[src/hw/bgr_defs.vh]
`ifndef BGR_DEFS_VH
`define BGR_DEFS_VH

// command codes of the register bank
`define BGR_CMD_MODE        8'h03
`define BGR_CMD_ERR_MARGIN  8'h0C
`define BGR_CMD_REL_CHARGE  8'h0D
`define BGR_CMD_ABS_CHARGE  8'h0E
`define BGR_CMD_CAP_LEFT    8'h0F
`define BGR_CMD_FULL_MAH    8'h10
`define BGR_CMD_RUN_MIN     8'h11
`define BGR_CMD_AVG_MIN     8'h12
`define BGR_CMD_CHG_CUR     8'h14
`define BGR_CMD_CHG_VOLT    8'h15
`define BGR_CMD_STATUS      8'h16
`define BGR_CMD_CYCLES      8'h17
`define BGR_CMD_NOM_CAP     8'h18
`define BGR_CMD_NOM_VOLT    8'h19
`define BGR_CMD_SPEC_REV    8'h1A
`define BGR_CMD_DATE        8'h1B
`define BGR_CMD_SERIAL      8'h1C
`define BGR_CMD_MAKER_NAME  8'h20
`define BGR_CMD_PACK_NAME   8'h21

// status word bit positions
`define BGR_ST_OVERCHG      15
`define BGR_ST_TERM_CHG     14
`define BGR_ST_OVERTEMP     12
`define BGR_ST_TERM_DIS     11
`define BGR_ST_LOW_CAP      9
`define BGR_ST_LOW_TIME     8
`define BGR_ST_INIT         7
`define BGR_ST_DISCHG       6
`define BGR_ST_FULL         5
`define BGR_ST_EMPTY        4

// mode word bits
`define BGR_MODE_NO_VC      14
`define BGR_MODE_NO_ALL     13
`define BGR_MODE_RST        16'h0000

// value limits
`define BGR_PCT_MAX         16'h0064
`define BGR_NO_DATA         16'hFFFF
`define BGR_CYCLE_DROP      8'h0F
`define BGR_STR_MAX         8'h0F
`define BGR_SPEC_REV_RST    16'h0000

// pack removal timing
`define BGR_CLK_KHZ         125000
`define BGR_REMOVE_MS       2000
`define BGR_REMOVE_CYC      (`BGR_REMOVE_MS * `BGR_CLK_KHZ)

`endif

[src/hw/bgr_readout_regs.v]
// Notes on behaviour
// - 0x0c error margin percent, 0 to 100.
// - 0x0d percent of learned full capacity, 0 to 100.
// - 0x0e percent of design capacity, may exceed 100.
// - 0x0f remaining capacity in mAh.
// - 0x10 full capacity, config value until learned.
// - 0x11 run time to empty, 65535 when not discharging.
// - 0x12 average time to empty, 65535 invalid.
// - 0x14 charge current request; 65535 voltage source.
// - 0x15 charge voltage request; 65535 current source.
// - status alarm bits 15,14,12,11,9,8; bits 13,10 reserved.
// - status bits 7 to 4, error code in bits 3:0.
// - low capacity alarm on remaining mAh, low time alarm on average time.
// - cycle count once per charge after 15 percent drop, saturates.
// - 0x18 design capacity in mAh.
// - 0x19 nominal pack voltage in mV.
// - 0x1a spec revision, all zeros.
// - 0x1b date: day 0-4, month 5-8, year-1980 9-15.
// - 0x1c pack serial number.
// - 0x20, 0x21 counted strings, count at most 15.
// - word or block transfer chosen by code.
// - low time alarm when average time below alarm.
// - mode bit 14 mutes charger; cleared after lines low 2 s.
`include "bgr_defs.vh"

module bgr_readout_regs #(
   parameter [6:0]  DEV_ADDR   = 7'h0B,
   parameter [31:0] REMOVE_CYC = `BGR_REMOVE_CYC
) (
   input  wire         clock_i,
   input  wire         rst_b_i,
   input  wire         scc_i,
   input  wire         scd_i,
   output wire         scd_out_o,
   output wire         scd_oe_b_o,
   input  wire [15:0]  error_margin_pct_i,
   input  wire [15:0]  relative_charge_pct_i,
   input  wire [15:0]  absolute_charge_pct_i,
   input  wire [15:0]  capacity_left_mah_i,
   input  wire [15:0]  cfg_full_mah_i,
   input  wire         cfg_load_i,
   input  wire [15:0]  learned_mah_i,
   input  wire         learned_valid_i,
   input  wire [15:0]  run_minutes_i,
   input  wire [15:0]  avg_minutes_i,
   input  wire [15:0]  charge_current_request_i,
   input  wire [15:0]  charge_voltage_request_i,
   input  wire [15:0]  cap_alarm_mah_i,
   input  wire [15:0]  time_alarm_min_i,
   input  wire [3:0]   alarm_flags_i,
   input  wire [2:0]   state_flags_i,
   input  wire         discharging_i,
   input  wire         charging_i,
   input  wire         charge_done_i,
   input  wire [3:0]   error_code_i,
   input  wire [15:0]  nominal_capacity_mah_i,
   input  wire [15:0]  nominal_voltage_mv_i,
   input  wire [4:0]   date_day_i,
   input  wire [3:0]   date_month_i,
   input  wire [6:0]   date_year_i,
   input  wire [15:0]  pack_serial_i,
   input  wire [127:0] maker_name_string_i,
   input  wire [127:0] pack_name_string_i,
   output reg  [15:0]  pack_status_word_o,
   output reg  [15:0]  cycle_tally_o,
   output reg  [15:0]  pack_mode_word_o,
   output reg          bcast_vc_en_o
);

   localparam [2:0] ST_IDLE = 3'h0;
   localparam [2:0] ST_ADDR = 3'h1;
   localparam [2:0] ST_CMD  = 3'h2;
   localparam [2:0] ST_WR   = 3'h3;
   localparam [2:0] ST_RD   = 3'h4;
   localparam [2:0] ST_WAIT = 3'h5;

   reg  [1:0]   scc_sync_ff;
   reg  [1:0]   scd_sync_ff;
   reg          scc_ff;
   reg          scd_ff;
   reg  [2:0]   st_ff;
   reg  [3:0]   cnt_ff;
   reg  [7:0]   shift_ff;
   reg  [7:0]   cmd_ff;
   reg  [4:0]   idx_ff;
   reg  [7:0]   wr_lo_ff;
   reg          drv_low_ff;
   reg  [15:0]  rd_word_ff;
   reg  [15:0]  full_mah_ff;
   reg  [7:0]   soc_base_ff;
   reg          deep_ff;
   reg  [31:0]  low_cnt_ff;
   reg  [15:0]  nxt_word;
   reg  [7:0]   nxt_tx;
   reg          is_block;
   wire         scc_now;
   wire         scd_now;
   wire         scc_rise;
   wire         scc_fall;
   wire         start_det;
   wire         stop_det;
   wire [127:0] str_sel;
   wire [7:0]   str_len;
   wire [7:0]   soc_byte;
   wire         rem_done;

   //--------------------------------------------------------------
   // link pin sampling
   //--------------------------------------------------------------
   // two stages per pin, then a third copy for edge finding
   always @(posedge clock_i or negedge rst_b_i) begin
      if (!rst_b_i) begin
         scc_sync_ff <= 2'h3;
         scd_sync_ff <= 2'h3;
         scc_ff      <= 1'b1;
         scd_ff      <= 1'b1;
      end else begin
         scc_sync_ff <= {scc_sync_ff[0], scc_i};
         scd_sync_ff <= {scd_sync_ff[0], scd_i};
         scc_ff      <= scc_sync_ff[1];
         scd_ff      <= scd_sync_ff[1];
      end
   end

   assign scc_now   = scc_sync_ff[1];
   assign scd_now   = scd_sync_ff[1];
   assign scc_rise  = scc_now & ~scc_ff;
   assign scc_fall  = ~scc_now & scc_ff;
   assign start_det = scc_now & scc_ff & scd_ff & ~scd_now;
   assign stop_det  = scc_now & scc_ff & ~scd_ff & scd_now;

   // open drain: pull low only
   assign scd_out_o  = 1'b0;
   assign scd_oe_b_o = ~drv_low_ff;

   //--------------------------------------------------------------
   // value selection
   //--------------------------------------------------------------
   // string select
   assign str_sel = (cmd_ff == `BGR_CMD_MAKER_NAME) ? maker_name_string_i
                                                    : pack_name_string_i;
   assign str_len = (str_sel[7:0] > `BGR_STR_MAX) ? `BGR_STR_MAX
                                                  : str_sel[7:0];

   // word for the command code
   always @* begin
      nxt_word = 16'h0000;
      is_block = 1'b0;
      case (cmd_ff)
         `BGR_CMD_MODE: nxt_word = pack_mode_word_o;
         `BGR_CMD_ERR_MARGIN:
            nxt_word = (error_margin_pct_i > `BGR_PCT_MAX) ?
                       `BGR_PCT_MAX : error_margin_pct_i;
         `BGR_CMD_REL_CHARGE:
            nxt_word = (relative_charge_pct_i > `BGR_PCT_MAX) ?
                       `BGR_PCT_MAX : relative_charge_pct_i;
         `BGR_CMD_ABS_CHARGE: nxt_word = absolute_charge_pct_i;
         `BGR_CMD_CAP_LEFT:   nxt_word = capacity_left_mah_i;
         `BGR_CMD_FULL_MAH:   nxt_word = full_mah_ff;
         `BGR_CMD_RUN_MIN:
            nxt_word = discharging_i ? run_minutes_i : `BGR_NO_DATA;
         `BGR_CMD_AVG_MIN:    nxt_word = avg_minutes_i;
         `BGR_CMD_CHG_CUR:    nxt_word = charge_current_request_i;
         `BGR_CMD_CHG_VOLT:   nxt_word = charge_voltage_request_i;
         `BGR_CMD_STATUS:     nxt_word = pack_status_word_o;
         `BGR_CMD_CYCLES:     nxt_word = cycle_tally_o;
         `BGR_CMD_NOM_CAP:    nxt_word = nominal_capacity_mah_i;
         `BGR_CMD_NOM_VOLT:   nxt_word = nominal_voltage_mv_i;
         `BGR_CMD_SPEC_REV:   nxt_word = `BGR_SPEC_REV_RST;
         `BGR_CMD_DATE:
            nxt_word = {date_year_i, date_month_i, date_day_i};
         `BGR_CMD_SERIAL:     nxt_word = pack_serial_i;
         `BGR_CMD_MAKER_NAME: is_block = 1'b1;
         `BGR_CMD_PACK_NAME:  is_block = 1'b1;
         default:             nxt_word = 16'h0000;
      endcase
   end

   // byte to send at read position
   always @* begin
      nxt_tx = 8'hFF;
      if (is_block) begin
         if (idx_ff == 5'h00)
            nxt_tx = str_len;
         else if (idx_ff <= {1'b0, str_len[3:0]})
            nxt_tx = str_sel[{idx_ff[3:0], 3'h0} +: 8];
      end else if (idx_ff == 5'h00) begin
         nxt_tx = rd_word_ff[7:0];
      end else if (idx_ff == 5'h01) begin
         nxt_tx = rd_word_ff[15:8];
      end
   end

   //--------------------------------------------------------------
   // serial link engine
   //--------------------------------------------------------------
   // bits are taken on scc rise and driven after scc fall; the
   // word is snapshot when the read starts so both bytes match
   always @(posedge clock_i or negedge rst_b_i) begin
      if (!rst_b_i) begin
         st_ff      <= ST_IDLE;
         cnt_ff     <= 4'h0;
         shift_ff   <= 8'h00;
         cmd_ff     <= 8'h00;
         idx_ff     <= 5'h00;
         wr_lo_ff   <= 8'h00;
         drv_low_ff <= 1'b0;
         rd_word_ff <= 16'h0000;
      end else if (start_det) begin
         st_ff      <= ST_ADDR;
         cnt_ff     <= 4'h0;
         idx_ff     <= 5'h00;
         drv_low_ff <= 1'b0;
      end else if (stop_det) begin
         st_ff      <= ST_IDLE;
         drv_low_ff <= 1'b0;
      end else if (scc_rise && st_ff != ST_IDLE && st_ff != ST_WAIT) begin
         cnt_ff <= cnt_ff + 4'h1;
         if (cnt_ff < 4'h8)
            shift_ff <= {shift_ff[6:0], scd_now};
         // high ack: master wants no more
         if (st_ff == ST_RD && cnt_ff == 4'h8) begin
            if (scd_now)
               st_ff <= ST_WAIT;
            else
               idx_ff <= (idx_ff == 5'h1F) ? idx_ff : idx_ff + 5'h01;
         end
      end else if (scc_fall) begin
         case (st_ff)
            ST_ADDR: begin
               if (cnt_ff == 4'h8) begin
                  if (shift_ff[7:1] == DEV_ADDR)
                     drv_low_ff <= 1'b1;
                  else
                     st_ff <= ST_WAIT;
               end else if (cnt_ff == 4'h9) begin
                  cnt_ff <= 4'h0;
                  if (shift_ff[0]) begin
                     st_ff      <= ST_RD;
                     rd_word_ff <= nxt_word;
                     // first bit of low byte or count
                     drv_low_ff <= is_block ? ~str_len[7]
                                            : ~nxt_word[7];
                  end else begin
                     st_ff      <= ST_CMD;
                     drv_low_ff <= 1'b0;
                  end
               end
            end
            ST_CMD: begin
               if (cnt_ff == 4'h8) begin
                  drv_low_ff <= 1'b1;
                  cmd_ff     <= shift_ff;
               end else if (cnt_ff == 4'h9) begin
                  drv_low_ff <= 1'b0;
                  cnt_ff     <= 4'h0;
                  st_ff      <= ST_WR;
               end
            end
            ST_WR: begin
               if (cnt_ff == 4'h8) begin
                  drv_low_ff <= 1'b1;
                  if (idx_ff == 5'h00)
                     wr_lo_ff <= shift_ff;
               end else if (cnt_ff == 4'h9) begin
                  drv_low_ff <= 1'b0;
                  cnt_ff     <= 4'h0;
                  idx_ff     <= (idx_ff == 5'h1F) ? idx_ff
                                                  : idx_ff + 5'h01;
               end
            end
            ST_RD: begin
               if (cnt_ff < 4'h8)
                  drv_low_ff <= ~nxt_tx[3'h7 - cnt_ff[2:0]];
               else if (cnt_ff == 4'h8)
                  drv_low_ff <= 1'b0;
               else begin
                  cnt_ff     <= 4'h0;
                  drv_low_ff <= ~nxt_tx[7];
               end
            end
            default: drv_low_ff <= 1'b0;
         endcase
      end
   end

   //--------------------------------------------------------------
   // mode word and pack removal
   //--------------------------------------------------------------
   // both lines low this long: pack removed
   always @(posedge clock_i or negedge rst_b_i) begin
      if (!rst_b_i)
         low_cnt_ff <= 32'h0;
      else if (scc_now || scd_now)
         low_cnt_ff <= 32'h0;
      else if (!rem_done)
         low_cnt_ff <= low_cnt_ff + 32'h1;
   end

   assign rem_done = (low_cnt_ff >= REMOVE_CYC);

   // only the mode word takes writes
   always @(posedge clock_i or negedge rst_b_i) begin
      if (!rst_b_i) begin
         pack_mode_word_o <= `BGR_MODE_RST;
         bcast_vc_en_o    <= 1'b1;
      end else begin
         if (st_ff == ST_WR && scc_fall && cnt_ff == 4'h8 &&
             idx_ff == 5'h01 && cmd_ff == `BGR_CMD_MODE)
            pack_mode_word_o <= {shift_ff, wr_lo_ff};
         else if (rem_done)
            pack_mode_word_o[`BGR_MODE_NO_VC] <= 1'b0;
         bcast_vc_en_o <= ~pack_mode_word_o[`BGR_MODE_NO_VC] &
                          ~pack_mode_word_o[`BGR_MODE_NO_ALL];
      end
   end

   //--------------------------------------------------------------
   // capacity, cycles and status
   //--------------------------------------------------------------
   // config value until a learned one
   always @(posedge clock_i or negedge rst_b_i) begin
      if (!rst_b_i)
         full_mah_ff <= 16'h0000;
      else if (learned_valid_i)
         full_mah_ff <= learned_mah_i;
      else if (cfg_load_i)
         full_mah_ff <= cfg_full_mah_i;
   end

   assign soc_byte = relative_charge_pct_i[7:0];

   // base is taken at each charge end; a deep enough drop arms
   // one count for the next charge so shallow cycles never count
   always @(posedge clock_i or negedge rst_b_i) begin
      if (!rst_b_i) begin
         soc_base_ff   <= 8'h00;
         deep_ff       <= 1'b0;
         cycle_tally_o <= 16'h0000;
      end else begin
         if (charge_done_i) begin
            soc_base_ff <= soc_byte;
            deep_ff     <= 1'b0;
         // arm after a 15 percent drop
         end else if ({1'b0, soc_byte} + {1'b0, `BGR_CYCLE_DROP} <=
                      {1'b0, soc_base_ff}) begin
            deep_ff <= 1'b1;
         end
         if (charging_i && deep_ff && !charge_done_i) begin
            deep_ff <= 1'b0;
            soc_base_ff <= 8'h00;
            if (cycle_tally_o != 16'hFFFF)
               cycle_tally_o <= cycle_tally_o + 16'h0001;
         end
      end
   end

   // status word from live flags
   always @(posedge clock_i or negedge rst_b_i) begin
      if (!rst_b_i) begin
         pack_status_word_o <= 16'h0000;
      end else begin
         pack_status_word_o <= 16'h0000;
         pack_status_word_o[`BGR_ST_OVERCHG]  <= alarm_flags_i[3];
         pack_status_word_o[`BGR_ST_TERM_CHG] <= alarm_flags_i[2];
         pack_status_word_o[`BGR_ST_OVERTEMP] <= alarm_flags_i[1];
         pack_status_word_o[`BGR_ST_TERM_DIS] <= alarm_flags_i[0];
         pack_status_word_o[`BGR_ST_LOW_CAP] <=
            (capacity_left_mah_i < cap_alarm_mah_i);
         pack_status_word_o[`BGR_ST_LOW_TIME] <=
            (avg_minutes_i < time_alarm_min_i);
         pack_status_word_o[`BGR_ST_INIT]   <= state_flags_i[2];
         pack_status_word_o[`BGR_ST_DISCHG] <= discharging_i;
         pack_status_word_o[`BGR_ST_FULL]   <= state_flags_i[1];
         pack_status_word_o[`BGR_ST_EMPTY]  <= state_flags_i[0];
         pack_status_word_o[3:0]            <= error_code_i;
      end
   end

endmodule

[config.mk]
export PLATFORM = sky130hd
export DESIGN_NAME = bgr_readout_regs
export DESIGN_NICKNAME = d
export VERILOG_FILES = /design/src/hw/bgr_readout_regs.v
export VERILOG_INCLUDE_DIRS = /design/src /design/src/hw
export SDC_FILE = /design/constraint.sdc
export NUM_CORES = 1
export LEC_CHECK = 0
export ABC_AREA = 1
export BUFFER_PORTS_ARGS = -buffer_cell sky130_fd_sc_hd__buf_2
export CORE_AREA = 5 5 226 228
export CTS_CLUSTER_DIAMETER = 150
export DETAILED_ROUTE_END_ITERATION = 8
export DIE_AREA = 0 0 231 233
export GPL_ROUTABILITY_DRIVEN = 0
export SYNTH_ARGS = -nofsm -noshare
export SYNTH_HDL_FRONTEND = slang
export SYNTH_SLANG_ARGS = --single-unit
[constraint.sdc]
create_clock -name clock_i -period 3.1 [get_ports clock_i]
set_input_delay 0.62 -clock clock_i [delete_from_list [all_inputs] [get_ports clock_i]]
set_output_delay 0.62 -clock clock_i [all_outputs]
set_load 0.02 [all_outputs]
==> impl_metrics.tcl, run 1 <==
set metrics [dict create \
    relSlewSlack 0.472 \
    cts_tree "yes" \
    grt_pass1_vias 16800 \
    die_x_um 231 \
    crit_top_cell "nand2_1" \
    vdd_drop_max_mv 0.368 \
    post_drt_wl_per_cell_um 20.1 \
    async_flop_share 1.00 \
    grt_pass1_wl_um 97800 \
    drive_gt1_frac 0.283 \
    crit_path_top_delay_cell "buf_4" \
    synth_edf_count 0 \
    fillers 5212 \
    clkSinkCount 163 \
    grt_use_met3 0.0462 \
    area.growth.synth_to_final_pct 34.7 \
    violations "setup timing" \
    finalWirelength_um 65800 \
    startpoint_type "flip-flop" \
    cts_root_buf "clkbuf_16" \
    syn_inst 2040 \
    ant_nets 0 \
    yosysTopAreaCell "dfrtp_1" \
    overflow 0 \
    path_clk_slew_ps 80 \
    max_cap_viol_count 0 \
    crit_type "flip-flop to flip-flop" \
    drtPass1Iterations 5 \
    ys.flop_type "dfrtp_1" \
    rsz0062_at_grt "true" \
    power_leakage_nw 9.82 \
    numCtsBuffers 17 \
    power.density_nw_per_um2 429 \
    critPathCaptureType "flip-flop" \
    tightest_slew_ps 793 \
    clk_latency_ps 440 \
    ios 583 \
    grt_use_met1 0.286 \
    dp_hpwl_um 54800 \
    die_h_um 233 \
    die_area_um2 53800 \
    grt_usage 0.233 \
    total_power_mw 7.81 \
    cts-htree-levels 4 \
    setup_ws_ps -93.6 \
    period_share 1.03 \
    outcome "finished, violations left" \
    synth_common_cells "486 x nand2_1, 326 x inv_1, 213 x nand3_1" \
    num_rows 81 \
    critPathArrivalTime_ps 3580 \
    ys_types 61 \
    finClkSkew_ps 12.6 \
    top_usage_layer "met2" \
    met2_usage 0.402 \
    num_vias 16800 \
    final_cell_area_um2 18200 \
    synth_top_area_frac 0.289 \
    core_area_um2 48600 \
    start_util 0.278 \
    synth_area_um2 13500 \
    path_max_fanout 55 \
    worstPathRequired_ps 3480 \
    grt_max_degree 56 \
    setup_viol 1 \
    seq_area_frac_synth 0.303 \
    numPortBuffers 579 \
    drtIter0Drc 1372 \
    post-place-ws_ps -291 \
    clockBufferDepth 2 \
    nets 3220 \
    hp-class "input port to async pin" \
    post-synth-top-count-cell "nand2_1" \
    fmax_mhz 313 \
    period_minus_slack_ps 3190 \
    antenna_found_initial 18 \
    ys_top_cells_by_area "dfrtp_1 29%, nand2_1 14%, inv_1 9.1%" \
    dpl_cell_area_um2 17400 \
    postSynthAreaPerCell_um2 6.62 \
    drv_slew 0 \
    finalHoldViolations 0 \
    yosys_warnings 0 \
    viasPerCell 5.13 \
    route.detailed.drc 0 \
    critical-path-max-stage-delay_ps 490 \
    synth_seq_cells 163 \
]
final timing paths:
path | endpoint | slack, ps | cells past startpoint | start
max in group asynchronous | scd_sync_ff[1] | 2190 | 2 | rst_b_i
worst max register to register | drv_low_ff | -90 | 28 | cmd_ff[2]
worst min register to register | scd_sync_ff[1] | 360 | 0 | scd_sync_ff[0]
min in group clock_i | pack_status_word_o[11] | 280 | 1 | alarm_flags_i[0]
worst max-delay path | drv_low_ff | -90 | 28 | cmd_ff[2]
worst min-delay path | low_cnt_ff[19] | 160 | 1 | rst_b_i
worst max-delay path: cells and delay by family, from the launching register on:
family / cells / cell delay [ps]
and+or+nand+nor: 20 / 1530
DFF: 1 / 400
buffers and inverters: 7 / 1080
AOI/OAI and AO/OA: 1 / 90
where the power goes:
part	switching (mW)	internal, mW	total, mW
sequential	0.173	2.32	2.50
clock	1.11	1.10	2.22
combinational	1.98	1.12	3.10
repair_timing:
item	CTS	global route
pin swaps	10	5
setup endpoints to repair	1	1
buffers inserted	8	1
hold buffers	0	0
resized for setup	11	4
state kept, by name, summed over array words and instances (netlist names), 5 cells and up:
signal,flops
soc_base_ff,8
pack_status_word_o,14
idx_ff,5
cmd_ff,8
full_mah_ff,16
wr_lo_ff,8
shift_ff,8
cycle_tally_o,16
pack_mode_word_o,16
low_cnt_ff,32
rd_word_ff,16
kinds of logic after synthesis:
kind of cell	count (synthesis)	synth area share
simple gates	971	0.320
buf+inv	428	0.124
compound gates	394	0.183
flops	163	0.303
fa+ha+maj	54	0.0500
xor+xnor	21	0.0136
mux	8	0.00667
other cells	1	0.000278
placed cells by master (no fill, tap or decap), types with 13 or more instances in the layout:
master and n:
a21oi_1 81, a221oi_1 39, a32o_1 14, buf_2 578, buf_4 81, clkbuf_16 17
dfrtp_1 155, ha_1 53, inv_1 325, nand2_1 482, nand3_1 213, nand3b_1 44
nand4_1 19, nor2_1 134, nor3_1 35, nor4_1 13, o211ai_1 22, o21ai_0 130
o21ai_1 19, o22ai_1 28, xor2_1 20
layer usage:
layer,part of all wire,vias to the layer above,wire [µm]
met5,0.00099,-,65
met4,0.036,8,2400
met3,0.081,125,5350
met2,0.48,851,31600
met1,0.40,7865,26400
li1,-,7992,-
through the flow:
| stage | utilization | hold slack [ps] | TNS (ps) | instances |
|---|---|---|---|---|
| after CTS | 0.373 | 178 | -25.3 | 3268 |
| after global routing | 0.374 | 188 | -390 | 3278 |
| after detailed placement | 0.358 | 350 | -291 | 3228 |
| after floorplan | - | 324 | 0 | 2042 |
| final | 0.374 | 158 | -93.6 | 3281 |
| after global placement | 0.358 | 349 | -296 | 3228 |
final cells by class:
cell class | count | area [µm²] | share of cell area
antenna | 12 | 30.0 | 0.00165
tap | 622 | 778 | 0.0428
inverter | 338 | 1270 | 0.0698
clock inverter | 15 | 189 | 0.0104
sequential | 163 | 4090 | 0.225
clock buffer | 17 | 425 | 0.0234
timing repair buffer | 663 | 3570 | 0.196
multi-input combinational | 1451 | 7830 | 0.431
(Power assumes the default switching activity.)
==> run 2, diff against run 1 <==
--- a/config.mk
+++ b/config.mk
@@ -13,6 +13,7 @@
 export DETAILED_ROUTE_END_ITERATION = 8
 export DIE_AREA = 0 0 231 233
 export GPL_ROUTABILITY_DRIVEN = 0
+export SKIP_LAST_GASP = 1
 export SYNTH_ARGS = -nofsm -noshare
 export SYNTH_HDL_FRONTEND = slang
 export SYNTH_SLANG_ARGS = --single-unit
==> run 2 against run 1 <==
Against the previous run:
- the run still ends with setup timing left
- global-route usage unchanged
- hold slack worse by 2.0 ps
- combinational power about the same
- sequential share of layout area about the same
- clock power about the same
- largest power group unchanged
==> impl_metrics.tcl, run 2 (synthesized netlist as in run 1, its figures left out) <==
set metrics [dict create \
    vdd_drop_max_mv 0.368 \
    post-place-ws_ps -291 \
    rsz0062_at_grt "true" \
    reg2reg_setup_slack_ps -100 \
    period_share 1.03 \
    worstPathRequired_ps 3480 \
    grt_usage 0.233 \
    post_drt_wl_per_cell_um 20.1 \
    total_power_mw 7.82 \
    r2r_end "drv_low_ff" \
    ctsHoldBuffers 0 \
    path_clk_slew_ps 80 \
    finClkSkew_ps 13.5 \
    drv_slew 0 \
    startpoint_type "flip-flop" \
    r2r_start "cmd_ff[2]" \
    clockBufferDepth 2 \
    reg2regPathDepth 28 \
    largest_reg_flops 32 \
    critPathTopFamily "simple AND/OR/NAND/NOR gates" \
    area.growth.synth_to_final_pct 34.6 \
    crit_path_top_delay_cell "buf_4" \
    dp_hpwl_um 54800 \
    crit_type "flip-flop to flip-flop" \
    cts-htree-levels 4 \
    num_rows 81 \
    grt_pass1_wl_um 97800 \
    clkSinkCount 163 \
    tns_ps -97.5 \
    power_leakage_nw 9.82 \
    ant_nets 0 \
    cp.buffers_inverters 7 \
    final_cell_area_um2 18200 \
    final_common_cell "buf_2" \
    num_vias 16900 \
    outcome "finished, violations left" \
    crit_top_cell "nand2_1" \
    die_x_um 231 \
    violations "setup timing" \
    finalWirelength_um 65900 \
    max_cap_viol_count 0 \
    die_area_um2 53800 \
    drtPass1Iterations 6 \
    path_max_fanout 55 \
    core_area_um2 48600 \
    drive_gt1_frac 0.283 \
    power.density_nw_per_um2 430 \
    clk_latency_ps 440 \
    hp-class "input port to async pin" \
    top_register "low_cnt_ff" \
    cts_tree "yes" \
    numPortBuffers 579 \
    critical-path-max-stage-delay_ps 490 \
    drtIter0Drc 1404 \
    grt_pass1_vias 16800 \
    route.detailed.drc 0 \
    nets 3220 \
    fmax_mhz 313 \
    relSlewSlack 0.485 \
    antenna_found_initial 18 \
    layout_common_cells "578 x buf_2, 483 x nand2_1, 325 x inv_1" \
    ios 583 \
    cts_root_buf "clkbuf_16" \
    overflow 0 \
    grt_max_degree 56 \
    critPathArrivalTime_ps 3580 \
    finalHoldViolations 0 \
    die_h_um 233 \
    period_minus_slack_ps 3200 \
    viasPerCell 5.16 \
    setup_viol 1 \
    numCtsBuffers 17 \
    start_util 0.278 \
    setup_ws_ps -97.5 \
    tightest_slew_ps 773 \
    critPathCaptureType "flip-flop" \
    dpl_cell_area_um2 17400 \
]
-- run 2: repair_timing --
action / CTS / global route
pin swaps: 10 / 5
buffers inserted: 8 / 1
cloned: 0 / 0
gates resized for setup: 10 / 3
endpoints found under the setup margin: 1 / 1
-- run 2: worst max-delay path by stage --
| stage | from | endpoint | cells after the start |
|---|---|---|---|
| after floorplan | cmd_ff[2] | drv_low_ff | 30 |
| after CTS | cmd_ff[1] | drv_low_ff | 29 |
| after detailed placement | pack_name_string_i[7] | drv_low_ff | 28 |
| final | cmd_ff[2] | drv_low_ff | 28 |
| after global placement | pack_name_string_i[7] | drv_low_ff | 28 |
| after global routing | cmd_ff[2] | drv_low_ff | 29 |
-- run 2: routing by layer --
| layer | vias to the layer above | part of all wire | track usage |
|---|---|---|---|
| li1 | 7988 | - | - |
| met4 | 10 | 0.038 | 0.0932 |
| met2 | 902 | 0.48 | 0.402 |
| met5 | - | 0.0011 | 0 |
| met3 | 125 | 0.082 | 0.0462 |
| met1 | 7890 | 0.40 | 0.286 |
-- run 2: cell type report --
type	instances	area, µm²
fill	5212	30500
timing repair buffer	663	3570
inverter	338	1270
tap	622	778
sequential	163	4090
clock inverter	15	189
multi-input combinational	1451	7830
clock buffer	17	425
antenna	11	27.5
-- run 2: report_power, final --
group | switching (mW) | total, mW | internal (mW)
sequential | 0.173 | 2.50 | 2.32
clock | 1.12 | 2.22 | 1.10
combinational | 1.99 | 3.10 | 1.12
total | 3.28 | 7.82 | 4.54
-- run 2: metrics by stage --
stage	utilization	hold slack [ps]	instances
after CTS	0.373	178	3268
after global placement	0.358	349	3228
after floorplan	-	324	2042
after detailed placement	0.358	350	3228
after global routing	0.374	188	3278
final	0.374	156	3280
